--- src/hdl/srw_cfg.svh ---
// Functional notes
// RULE1 - system held in reset while external reset pin is low
// RULE2 - power-on reset applied automatically when power first comes up
// RULE3 - low-voltage reset exists only when build option enables it
// RULE4 - with option on, supply below threshold asserts system reset
// RULE5 - enabled watchdog not restarted resets system after about one second
// RULE6 - firmware should restart watchdog at least every half second
// RULE7 - any write to clear port restarts watchdog count; data ignored
// RULE8 - watchdog advances only while low-frequency or prescaler clock runs
// RULE9 - any wake-up from halt or standby passes through reset
// RULE10 - all sources merge into one reset which also clears watchdog
`ifndef SRW_CFG_SVH
`define SRW_CFG_SVH
`define SRW_CLK_HZ 100000000
`define SRW_WATCH_CLEAR_ADDR 8'h7F
`define SRW_LF_HZ 32768
`define SRW_WATCH_TIMEOUT_S 1
`define SRW_WATCH_TICKS (`SRW_LF_HZ * `SRW_WATCH_TIMEOUT_S)
`define SRW_POR_CYCLES 16
`define SRW_WAKE_CYCLES 4
`define SRW_STATUS_ADDR 8'h00
`endif

--- src/hdl/srw_pkg.sv ---
package srw_pkg;
   typedef struct packed {
      logic [7:0] adr;
      logic [7:0] dat;
      logic we;
      logic cyc;
      logic stb;
   } srw_wb_req_t;

   typedef struct packed {
      logic [7:0] dat;
      logic ack;
   } srw_wb_rsp_t;

   typedef struct packed {
      logic [15:0] watchCnt;
      logic [4:0] porCnt;
      logic [2:0] wakeCnt;
      logic sysRst;
      logic ack;
      logic [7:0] rdat;
      logic causeWatch;
   } srw_state_t;
endpackage : srw_pkg

--- src/hdl/srw_reset_wdt.sv ---
`timescale 1ns/1ps
`include "srw_cfg.svh"
module srw_reset_watch #(
   parameter bit LVR_EN = 1'b1,
   parameter bit WATCH_EN = 1'b1,
   parameter int WATCH_TICKS = `SRW_WATCH_TICKS
) (
   // clock and reset
   input wire logic clk_sys,
   input wire logic rst_n,
   // reset sources
   input wire logic extResetPin_n,
   input wire logic supplyLow,
   input wire logic wakeEvent,
   // watchdog time base
   input wire logic lfTick,
   input wire logic prescTick,
   // wishbone slave
   input wire srw_pkg::srw_wb_req_t wbReq,
   output srw_pkg::srw_wb_rsp_t wbRsp,
   // system reset
   output logic sysReset
);
   // ***********************
   // state
   // ***********************
   srw_pkg::srw_state_t s_q;
   srw_pkg::srw_state_t s_d;
   logic access;
   logic clearWr;
   logic statusWr;
   logic statusRd;
   logic lvrHit;
   logic tick;
   logic expire;
   logic srcHit;

   always_comb begin
      access = wbReq.cyc & wbReq.stb & ~s_q.ack;
      clearWr = access & wbReq.we & (wbReq.adr == `SRW_WATCH_CLEAR_ADDR); // RULE7
      statusWr = access & wbReq.we & (wbReq.adr == `SRW_STATUS_ADDR);
      statusRd = access & ~wbReq.we & (wbReq.adr == `SRW_STATUS_ADDR);
      lvrHit = LVR_EN & supplyLow; // RULE3 RULE4
      tick = lfTick | prescTick; // RULE8
      expire = WATCH_EN & ~s_q.sysRst & ~clearWr & tick
         & (s_q.watchCnt == 16'(WATCH_TICKS - 1)); // RULE5
      srcHit = ~extResetPin_n | lvrHit | wakeEvent; // RULE1
      s_d = s_q;
      s_d.ack = access;
      s_d.rdat = 8'h00;
      if (statusRd) begin
         s_d.rdat = {7'h00, s_q.causeWatch};
      end
      if (s_q.porCnt != 5'h00) begin
         s_d.porCnt = s_q.porCnt - 5'h01; // RULE2
      end
      if (wakeEvent) begin
         s_d.wakeCnt = 3'(`SRW_WAKE_CYCLES); // RULE9
      end else if (s_q.wakeCnt != 3'h0) begin
         s_d.wakeCnt = s_q.wakeCnt - 3'h1;
      end
      if (s_q.sysRst || clearWr) begin
         s_d.watchCnt = 16'h0000; // RULE7 RULE10
      end else if (WATCH_EN && tick) begin
         s_d.watchCnt = s_q.watchCnt + 16'h0001; // RULE8
      end
      s_d.sysRst = srcHit | (s_q.porCnt != 5'h00)
         | (s_q.wakeCnt != 3'h0) | expire; // RULE10
      // hardware set wins over a software clear in the same cycle
      if (statusWr) begin
         s_d.causeWatch = 1'b0;
      end
      if (expire) begin
         s_d.causeWatch = 1'b1; // RULE5
      end
   end

   // ***********************
   // registers
   // ***********************
   always_ff @(posedge clk_sys or negedge rst_n) begin
      if (!rst_n) begin
         s_q <= '{watchCnt: 16'h0000, porCnt: 5'(`SRW_POR_CYCLES), wakeCnt: 3'h0,
                  sysRst: 1'b1, ack: 1'b0, rdat: 8'h00, causeWatch: 1'b0};
      end else begin
         s_q <= s_d;
      end
   end

   // ***********************
   // outputs
   // ***********************
   always_comb begin
      sysReset = s_q.sysRst;
      wbRsp.ack = s_q.ack;
      wbRsp.dat = s_q.rdat;
   end

   // ***********************
   // checks: reset sources
   // ***********************
   a_pin_reset: assert property ( // RULE1
      @(posedge clk_sys) disable iff (!rst_n)
      !extResetPin_n |=> sysReset)
      else $error("pin low without reset");

   a_pin_hold: assert property ( // RULE1
      @(posedge clk_sys) disable iff (!rst_n)
      !extResetPin_n ##1 !extResetPin_n |=> sysReset)
      else $error("pin held without reset");

   a_lvr_reset: assert property ( // RULE4
      @(posedge clk_sys) disable iff (!rst_n)
      (LVR_EN && supplyLow) |=> sysReset)
      else $error("low supply without reset");

   a_lvr_off: assert property ( // RULE3
      @(posedge clk_sys) disable iff (!rst_n)
      (!LVR_EN && supplyLow && extResetPin_n && !wakeEvent && s_q.porCnt == 5'h00
       && s_q.wakeCnt == 3'h0 && !expire) |=> !sysReset)
      else $error("low supply reset with option off");

   a_quiet_run: assert property ( // RULE10
      @(posedge clk_sys) disable iff (!rst_n)
      (extResetPin_n && !lvrHit && !wakeEvent && s_q.porCnt == 5'h00
       && s_q.wakeCnt == 3'h0 && !expire) |=> !sysReset)
      else $error("reset without source");

   a_any_source: assert property ( // RULE10
      @(posedge clk_sys) disable iff (!rst_n)
      (srcHit || expire) |=> sysReset)
      else $error("source without reset");

   // ***********************
   // checks: power-on stretch
   // ***********************
   a_por_hold: assert property ( // RULE2
      @(posedge clk_sys)
      $rose(rst_n) |-> sysReset [*8])
      else $error("no power-on reset");

   a_por_load: assert property ( // RULE2
      @(posedge clk_sys)
      $rose(rst_n) |-> s_q.porCnt == 5'(`SRW_POR_CYCLES))
      else $error("power-on count not loaded");

   a_por_count: assert property ( // RULE2
      @(posedge clk_sys) disable iff (!rst_n)
      s_q.porCnt != 5'h00 |=> sysReset)
      else $error("power-on stretch without reset");

   a_por_step: assert property ( // RULE2
      @(posedge clk_sys) disable iff (!rst_n)
      s_q.porCnt != 5'h00 |=> s_q.porCnt == $past(s_q.porCnt) - 5'h01)
      else $error("power-on count skipped");

   a_por_done: assert property ( // RULE2
      @(posedge clk_sys) disable iff (!rst_n)
      s_q.porCnt == 5'h00 |=> s_q.porCnt == 5'h00)
      else $error("power-on count restarted");

   // ***********************
   // checks: wake-up
   // ***********************
   a_wake_reset: assert property ( // RULE9
      @(posedge clk_sys) disable iff (!rst_n)
      wakeEvent |=> sysReset [*5])
      else $error("wake without reset");

   a_wake_load: assert property ( // RULE9
      @(posedge clk_sys) disable iff (!rst_n)
      wakeEvent |=> s_q.wakeCnt == 3'(`SRW_WAKE_CYCLES))
      else $error("wake count not loaded");

   a_wake_step: assert property ( // RULE9
      @(posedge clk_sys) disable iff (!rst_n)
      (!wakeEvent && s_q.wakeCnt != 3'h0) |=> s_q.wakeCnt == $past(s_q.wakeCnt) - 3'h1)
      else $error("wake count skipped");

   a_wake_hold: assert property ( // RULE9
      @(posedge clk_sys) disable iff (!rst_n)
      s_q.wakeCnt != 3'h0 |=> sysReset)
      else $error("wake stretch without reset");

   // ***********************
   // checks: watchdog
   // ***********************
   a_watch_clear: assert property ( // RULE7
      @(posedge clk_sys) disable iff (!rst_n)
      clearWr |=> s_q.watchCnt == 16'h0000)
      else $error("clear ignored");

   a_watch_freeze: assert property ( // RULE8
      @(posedge clk_sys) disable iff (!rst_n)
      (!tick && !clearWr && !s_q.sysRst) |=> $stable(s_q.watchCnt))
      else $error("count moved");

   a_watch_step: assert property ( // RULE8
      @(posedge clk_sys) disable iff (!rst_n)
      (WATCH_EN && tick && !clearWr && !s_q.sysRst)
      |=> s_q.watchCnt == $past(s_q.watchCnt) + 16'h0001)
      else $error("tick not counted");

   a_watch_off: assert property ( // RULE5
      @(posedge clk_sys) disable iff (!rst_n)
      !WATCH_EN |-> s_q.watchCnt == 16'h0000)
      else $error("disabled watchdog counts");

   a_watch_expire: assert property ( // RULE5
      @(posedge clk_sys) disable iff (!rst_n)
      (WATCH_EN && tick && !clearWr && !s_q.sysRst
       && s_q.watchCnt == 16'(WATCH_TICKS - 1))
      |=> sysReset ##1 s_q.watchCnt == 16'h0000)
      else $error("no watchdog reset");

   a_watch_bound: assert property ( // RULE5
      @(posedge clk_sys) disable iff (!rst_n)
      s_q.watchCnt <= 16'(WATCH_TICKS))
      else $error("count past interval");

   a_expire_once: assert property ( // RULE5
      @(posedge clk_sys) disable iff (!rst_n)
      expire |=> !expire)
      else $error("watchdog fired twice");

   a_rst_clears: assert property ( // RULE10
      @(posedge clk_sys) disable iff (!rst_n)
      sysReset |=> s_q.watchCnt == 16'h0000)
      else $error("count kept in reset");

   // ***********************
   // checks: cause flag
   // ***********************
   a_cause_set: assert property ( // RULE5
      @(posedge clk_sys) disable iff (!rst_n)
      expire |=> s_q.causeWatch)
      else $error("watchdog cause not set");

   a_cause_clear: assert property (
      @(posedge clk_sys) disable iff (!rst_n)
      (statusWr && !expire) |=> !s_q.causeWatch)
      else $error("cause not cleared");

   a_cause_keep: assert property (
      @(posedge clk_sys) disable iff (!rst_n)
      (!statusWr && !expire) |=> $stable(s_q.causeWatch))
      else $error("cause changed alone");

   // ***********************
   // checks: register bus
   // ***********************
   a_ack_req: assert property (
      @(posedge clk_sys) disable iff (!rst_n)
      access |=> wbRsp.ack)
      else $error("request not acknowledged");

   a_ack_only: assert property (
      @(posedge clk_sys) disable iff (!rst_n)
      !access |=> !wbRsp.ack)
      else $error("ack without request");

   a_ack_one: assert property (
      @(posedge clk_sys) disable iff (!rst_n)
      wbRsp.ack |=> !wbRsp.ack)
      else $error("ack longer than one cycle");

   a_clear_ack: assert property ( // RULE7
      @(posedge clk_sys) disable iff (!rst_n)
      clearWr |=> wbRsp.ack)
      else $error("clear write not acknowledged");

   a_rdat_idle: assert property (
      @(posedge clk_sys) disable iff (!rst_n)
      !wbRsp.ack |-> wbRsp.dat == 8'h00)
      else $error("read data without ack");

   a_rdat_status: assert property ( // RULE5
      @(posedge clk_sys) disable iff (!rst_n)
      statusRd |=> wbRsp.dat == {7'h00, $past(s_q.causeWatch)})
      else $error("status read wrong");

   a_rdat_write: assert property (
      @(posedge clk_sys) disable iff (!rst_n)
      (access && wbReq.we) |=> wbRsp.dat == 8'h00)
      else $error("read data on write");

   a_rdat_other: assert property ( // RULE7
      @(posedge clk_sys) disable iff (!rst_n)
      (access && !wbReq.we && wbReq.adr != `SRW_STATUS_ADDR) |=> wbRsp.dat == 8'h00)
      else $error("unmapped read not zero");
endmodule : srw_reset_watch

--- config.mk ---
export PLATFORM = sky130hd
export DESIGN_NAME = srw_reset_watch
export DESIGN_NICKNAME = d
export VERILOG_FILES = /design/src/hdl/srw_pkg.sv /design/src/hdl/srw_reset_wdt.sv
export VERILOG_INCLUDE_DIRS = /design/src /design/src/hdl
export SDC_FILE = /design/constraint.sdc
export NUM_CORES = 1
export LEC_CHECK = 0
export BUFFER_PORTS_ARGS = -buffer_cell sky130_fd_sc_hd__buf_2
export CORE_UTILIZATION = 56
export DETAILED_ROUTE_END_ITERATION = 12
export PLACE_DENSITY = 0.83
export SLEW_MARGIN = 10
export SYNTH_ARGS = -nofsm -noshare
export SYNTH_HDL_FRONTEND = slang
export SYNTH_SLANG_ARGS = --single-unit
--- constraint.sdc ---
create_clock -name clk_sys -period 3.2 [get_ports clk_sys]
set_clock_uncertainty 0.15 [all_clocks]
set_input_delay 0.32 -clock clk_sys [delete_from_list [all_inputs] [get_ports clk_sys]]
set_output_delay 0.32 -clock clk_sys [all_outputs]
set_load 0.05 [all_outputs]
==> out/metrics.yaml, run 1 <==
outcome:
  outcome: "finished clean"
worst_hold_path:
  worstHoldStart: "wbReq[2]"
  worstHoldPathType: "in2reg"
worst_setup_path:
  r2r_start: "s_q[19]$_DFFE_PN0P_"
  crit_type: "reg2reg"
  required_ps: 3310
  crit_arrival_ps: 2180
  end_kind: "flop"
  worstPathMaxFanout: 9
  critPathLaunch: "s_q[19]$_DFFE_PN0P_"
  worst_setup_path_start_kind: "flop"
flow_run:
  cap_violations: 0
clock_tree:
  post_cts_buffers: 0
  ctsLongestPathBuffers: 2
  htree_levels: 1
  path_clk_slew_ps: 140
  clkLatencyLatePin_ps: 310
  cts.sinks: 28
  cts_root_buf: "clkbuf_4"
  cts_tree: "done"
  numCtsBuffers: 3
logic_synthesis:
  yosysTopAreaCell: "dfrtp_1"
  syn_area_um2: 1480
  synth.avg_cell_area_um2: 10.1
  synth-async-reset-ratio: 1.00
  synth_most_common_cell: "dfrtp_1"
  synthTopCellsByArea: "dfrtp_1 44%, buf_4 5.1%, xnor2_1 4.7%"
  synth_edf_count: 0
  yosysTopAreaCellShare: 0.440
  netlist_top_cells_count: "26 x dfrtp_1, 16 x nor2_1, 10 x buf_4"
  synth.yosys.seq_area_share: 0.475
  ys_warn_count: 0
  synth-seq-cells: 28
  yosys_most_used_dff: "dfrtp_1"
  synth_cell_types: 35
  synth_cells: 147
timing:
  whs_ps: 25.2
  fmax_ghz: 0.483
  drv_slew: 0
  setup_viol: 0
  slew_headroom: 0.361
  finalSetupTns_ps: 0
  max_slew.worst_pin.slew_ps: 945
  rsz0062_at_grt: "no"
  finalCritPeriodShare: 0.647
  fin_crit_ps: 2070
  hold_violations: 0
power_and_ir_drop:
  p_per_area_nw_per_um2: 406
  leakage_uw: 0.000715
  ir_drop_mv: 0.315
routing:
  wl_per_cell_um: 13.0
  first_pass_iters: 6
  drc: 0
  via_count: 1125
  viasPerCell: 5.68
  totalWireLength_mm: 2.58
  ant_nets: 0
  drt_iter0_drc: 29
grt:
  grt_pass1_wl_mm: 4.18
  grt_max_degree: 29
  grt_pass1_vias: 1035
  overflow: 0
  grt_usage: 0.199
  antenna_found_initial: 0
finish:
  drive_gt1_frac: 0.185
  syn2layout_area_growth_pct: 8.45
  fin_nets: 200
  fin_area_um2: 1610
  diodes: 0
placed_design:
  hpwl_mm: 1.92
  port_buffers: 20
  dpl_cell_area_um2: 1570
  place_congestion: 0.734
floorplan:
  die_y_um: 53.4
  dieArea_um2: 2850
  die_width_um: 53.4
  rows: 18
  coreArea_um2: 2480
  initial_utilization: 0.597
  io_pins: 36
-- state kept, by name, indices dropped and copies added, names as in the netlist --
register	cells
wbRsp	2
s_q	25
sysReset	1
-- cell families (layout without fill, tap and decap cells) --
kind of cell / count (synthesis) / count (layout) / share of synthesized area
AND/OR/NAND/NOR: 58 / 58 / 0.215
flip-flops: 28 / 28 / 0.475
AO/OA/AOI/OAI: 22 / 22 / 0.109
buffers and inverters: 19 / 34 / 0.0735
XOR/XNOR: 14 / 14 / 0.0828
adder cells (fa/ha/maj): 5 / 5 / 0.0423
other: 1 / 7 / 0.00253
-- layout make-up --
type / instances / area (µm²)
timing repair buffer: 22 / 118
sequential: 28 / 703
multi-input combinational: 106 / 691
tap: 30 / 37.5
fill: 197 / 872
clock buffer: 4 / 26.3
inverter: 8 / 30.0
-- worst max-delay path: stages, from the launching register on --
cell and delay, ps:
dfrtp_1 410, ha_1 240, o2111ai_4 190, or3_1 400, or4_1 510, nand4b_1 110
-- layer usage --
| metal | share of wire | up-vias | global-route usage |
|---|---|---|---|
| li1 | - | 550 | - |
| met1 | 0.46 | 532 | 0.239 |
| met2 | 0.49 | 37 | 0.363 |
| met3 | 0.039 | 6 | 0.0287 |
| met4 | 0.012 | 0 | 0.0570 |
| met5 | 0 | - | 0 |
-- stage by stage --
step,utilization,cells,setup WS (ps),total power [µW]
4_1_cts,0.648,198,1130,661
5_1_grt,0.648,198,1030,688
6_report,0.648,198,1130,652
2_1_floorplan,-,153,1320,480
3_5_place_dp,0.633,193,1170,513
3_3_place_gp,0.633,193,1210,500
-- cells in the final DEF (no fill, tap or decap), drive strengths merged --
master and instances:
xor2 6, buf 21, o31ai 3, nor3 3, o41ai 1, nor4b 1, o2111ai 1, and3 1
dfstp 2, clkbuf 4, dlygate4sd3 1, o21ai 7, dfrtp 26, o2111a 1, a21oi 7, or4 5
nor4 2, nor2 16, or3 5, nor3b 2, nand3b 1, ha 5, a211oi 1, nand4 5
nand2 8, xnor2 8, nand3 6, inv 8, nand4b 1, nand2b 1, and4 1, a21o 1
conb 7
-- path summary, 6_finish.rpt --
path	to	slack [ps]	cells past startpoint
max in group asynchronous	s_q[20]$_DFFE_PN0P_	2140	2
min in group asynchronous	s_q[13]$_DFFE_PN0P_	370	2
hold / removal	wbRsp[1]$_DFF_PN0_	30	2
setup / recovery	sysReset$_DFF_PN1_	1130	5
hold reg to reg	s_q[0]$_DFFE_PN0P_	360	2
setup reg to reg	sysReset$_DFF_PN1_	1130	5
-- power breakdown --
group,switching [µW],total [µW],internal (µW)
logic,79.2,121,42.2
registers,12.8,385,372
clock network,96.4,145,48.7
-- what timing repair did --
item,4_1_cts,5_1_grt
gates resized for setup,0,0
hold endpoints to repair,26,0
hold buffers,1,0
No activity file was read; power rests on OpenSTA's default activity.
==> run 2, diff against run 1 <==
ABC_AREA = 1   (was default)
CORE_UTILIZATION = 54   (was 56)
PLACE_DENSITY = 0.79   (was 0.83)
clock period = 2 ns   (was 3.2 ns; I/O delays follow)
==> out/metrics.yaml, run 2 <==
logic_synthesis:
  syn_area_um2: 1650
  synth_cells: 219
  synth_edf_count: 0
  synth-seq-cells: 28
  synthTopCellsByArea: "dfrtp_1 40%, nand2_1 12%, nor2_1 8.2%"
  ys_warn_count: 0
  synth_cell_types: 28
  synth_most_common_cell: "nand2_1"
  synth-async-reset-ratio: 1.00
  synth.yosys.seq_area_share: 0.427
  synth.avg_cell_area_um2: 7.52
  yosysTopAreaCell: "dfrtp_1"
  yosys_most_used_dff: "dfrtp_1"
  yosysTopAreaCellShare: 0.395
  netlist_top_cells_count: "54 x nand2_1, 36 x nor2_1, 28 x inv_1, 26 x dfrtp_1, 12 x nand3_1"
placed_design:
  port_buffers: 20
  preCtsSetupSlack_ps: 506
  dpl_cell_area_um2: 1740
  place_congestion: 0.774
  hpwl_mm: 2.08
floorplan:
  initial_utilization: 0.582
  die_y_um: 57.2
  rows: 19
  die_width_um: 57.2
  io_pins: 36
  coreArea_um2: 2830
  dieArea_um2: 3270
timing:
  setup_viol: 0
  finalSetupTns_ps: 0
  max_slew.worst_pin.slew_ps: 609
  rsz0062_at_grt: "no"
  hold_violations: 0
  setup_slack_ps: 291
  finalCritPeriodShare: 0.854
  slew_headroom: 0.594
  fmax_ghz: 0.585
  drv_slew: 0
  fin_crit_ps: 1710
routing:
  drt_iter0_drc: 64
  first_pass_iters: 8
  via_count: 1337
  totalWireLength_mm: 2.82
  ant_nets: 0
  viasPerCell: 4.79
  drc: 2
  wl_per_cell_um: 10.1
clock_tree:
  ctsResizeCount: 0
  cts.sinks: 28
  path_clk_slew_ps: 130
  clkLatencyLatePin_ps: 330
  cts_tree: "done"
  numCtsBuffers: 3
  ctsLongestPathBuffers: 2
  cts_root_buf: "clkbuf_4"
  htree_levels: 1
  ctsHoldBuffers: 8
  post_cts_buffers: 0
worst_setup_path:
  end_kind: "flop"
  r2r_start: "wbRsp[0]$_DFF_PN0_"
  worstPathCellList: "dlygate4sd3_1 > buf_2 > nor2_1 > nand2_1 > dlygate4sd3_1 > nor3_1 > nand2_1"
  worstPathMaxFanout: 3
  required_ps: 2120
  r2r_cells: 6
  crit_arrival_ps: 1820
  critPathMaxStageDelay_ps: 550
  crit_type: "in2reg"
  reg2reg_to: "wbRsp[1]$_DFF_PN0_"
  reg2reg_slack_ps: 410
  worst_setup_path_start_kind: "primary input"
  critPathSlowestCell: "dlygate4sd3_1"
power_and_ir_drop:
  leakage_uw: 0.000876
  intPower_uw: 732
  pwr-share-clk: 0.230
  seqPwrFrac: 0.591
  combPwrFrac: 0.179
  netSwitchingFraction: 0.286
  p_per_area_nw_per_um2: 557
  switching_power_uw: 294
  ir_drop_mv: 0.439
grt:
  grt_usage: 0.205
  grt_max_degree: 29
  grt_pass1_wl_mm: 5.17
  grt_pass1_vias: 1267
  antenna_found_initial: 0
  overflow: 0
worst_hold_path:
  worstHoldEndpoint: "s_q[20]$_DFFE_PN0P_"
  min_delay_path_depth: 4
  worstHoldPathType: "in2reg"
  worstHoldStart: "prescTick"
finish:
  fin_area_um2: 1840
  final_util: 0.651
  final_cell_mix: "54 x nand2_1, 36 x nor2_1, 28 x inv_1"
  largest_reg_flops: 25
  diodes: 0
  final_common_cell: "nand2_1"
  drive_gt1_frac: 0.177
  syn2layout_area_growth_pct: 11.9
  fin_nets: 280
  top_register: "s_q"
outcome:
  outcome: "finished with violations"
  failed_checks: "design-rule violations"
flow_run:
  cap_violations: 0
-- run 2: cell types whose count changed in the layout (fill, tap and decap cells not counted), sizes merged, moves of 3 or more --
cell	delta
o21ai	-3
nor2	+30
xor2	-5
xnor2	-7
nand3	+7
or3	-5
inv	+21
dlygate4sd3	+7
or4	-5
nand2	+50
-- run 2: layer usage --
layer,GRT usage,vias to the layer above,share of wire
li1,-,722,-
met2,0.345,16,0.48
met1,0.264,595,0.48
met3,0.0476,4,0.028
met5,0,-,0
met4,0.0627,0,0.013
-- run 2: power by group through the flow --
stage	combinational [µW]	clock, µW	sequential (µW)
finish	183	236	607
global route	212	258	612
CTS	183	243	608
detailed placement	172	0	618
global placement	169	0	616
floorplan	133	0	617
-- run 2: cell type report --
class | instances | area, µm²
Inverter | 29 | 109
Timing Repair Buffer | 29 | 188
Sequential cell | 28 | 703
Multi-Input combinational cell | 158 | 778
Tap cell | 31 | 38.8
Clock buffer | 4 | 26.3
Fill cell | 250 | 986
-- run 2: cell families (layout without fill, tap and decap cells) --
kind of cell / after synthesis / in the layout / synth area share
buffers and inverters: 39 / 62 / 0.114
AO/OA/AOI/OAI: 14 / 14 / 0.0486
flip-flops: 28 / 28 / 0.427
XOR/XNOR: 2 / 2 / 0.0106
adder cells (fa/ha/maj): 5 / 5 / 0.0380
other: 1 / 7 / 0.00228
AND/OR/NAND/NOR: 130 / 130 / 0.359
-- run 2: per-stage QoR --
stage	cells	total power, µW	hold slack (ps)
after global placement	267	785	93.2
after CTS	279	1030	21.7
after detailed placement	267	791	98.5
after global routing	279	1080	25.8
after floorplan	225	750	-246
final	279	1030	33.8
-- run 2: how the worst max path moves through the flow --
stage | depth (start not counted) | endpoint | slack [ps] | startpoint
6_report | 7 | sysReset$_DFF_PN1_ | 290 | wakeEvent
5_1_grt | 7 | sysReset$_DFF_PN1_ | 210 | wakeEvent
4_1_cts | 7 | sysReset$_DFF_PN1_ | 350 | wakeEvent
3_5_place_dp | 8 | s_q[33]$_DFFE_PN0P_ | 510 | s_q[20]$_DFFE_PN0P_
3_3_place_gp | 8 | s_q[33]$_DFFE_PN0P_ | 510 | s_q[19]$_DFFE_PN0P_
2_1_floorplan | 8 | s_q[33]$_DFFE_PN0P_ | 630 | s_q[19]$_DFFE_PN0P_
-- run 2: worst max-delay path: cells and delay by family --
kind | cells | cell delay, ps
and+or+nand+nor | 4 | 390
buffers and inverters | 3 | 1230
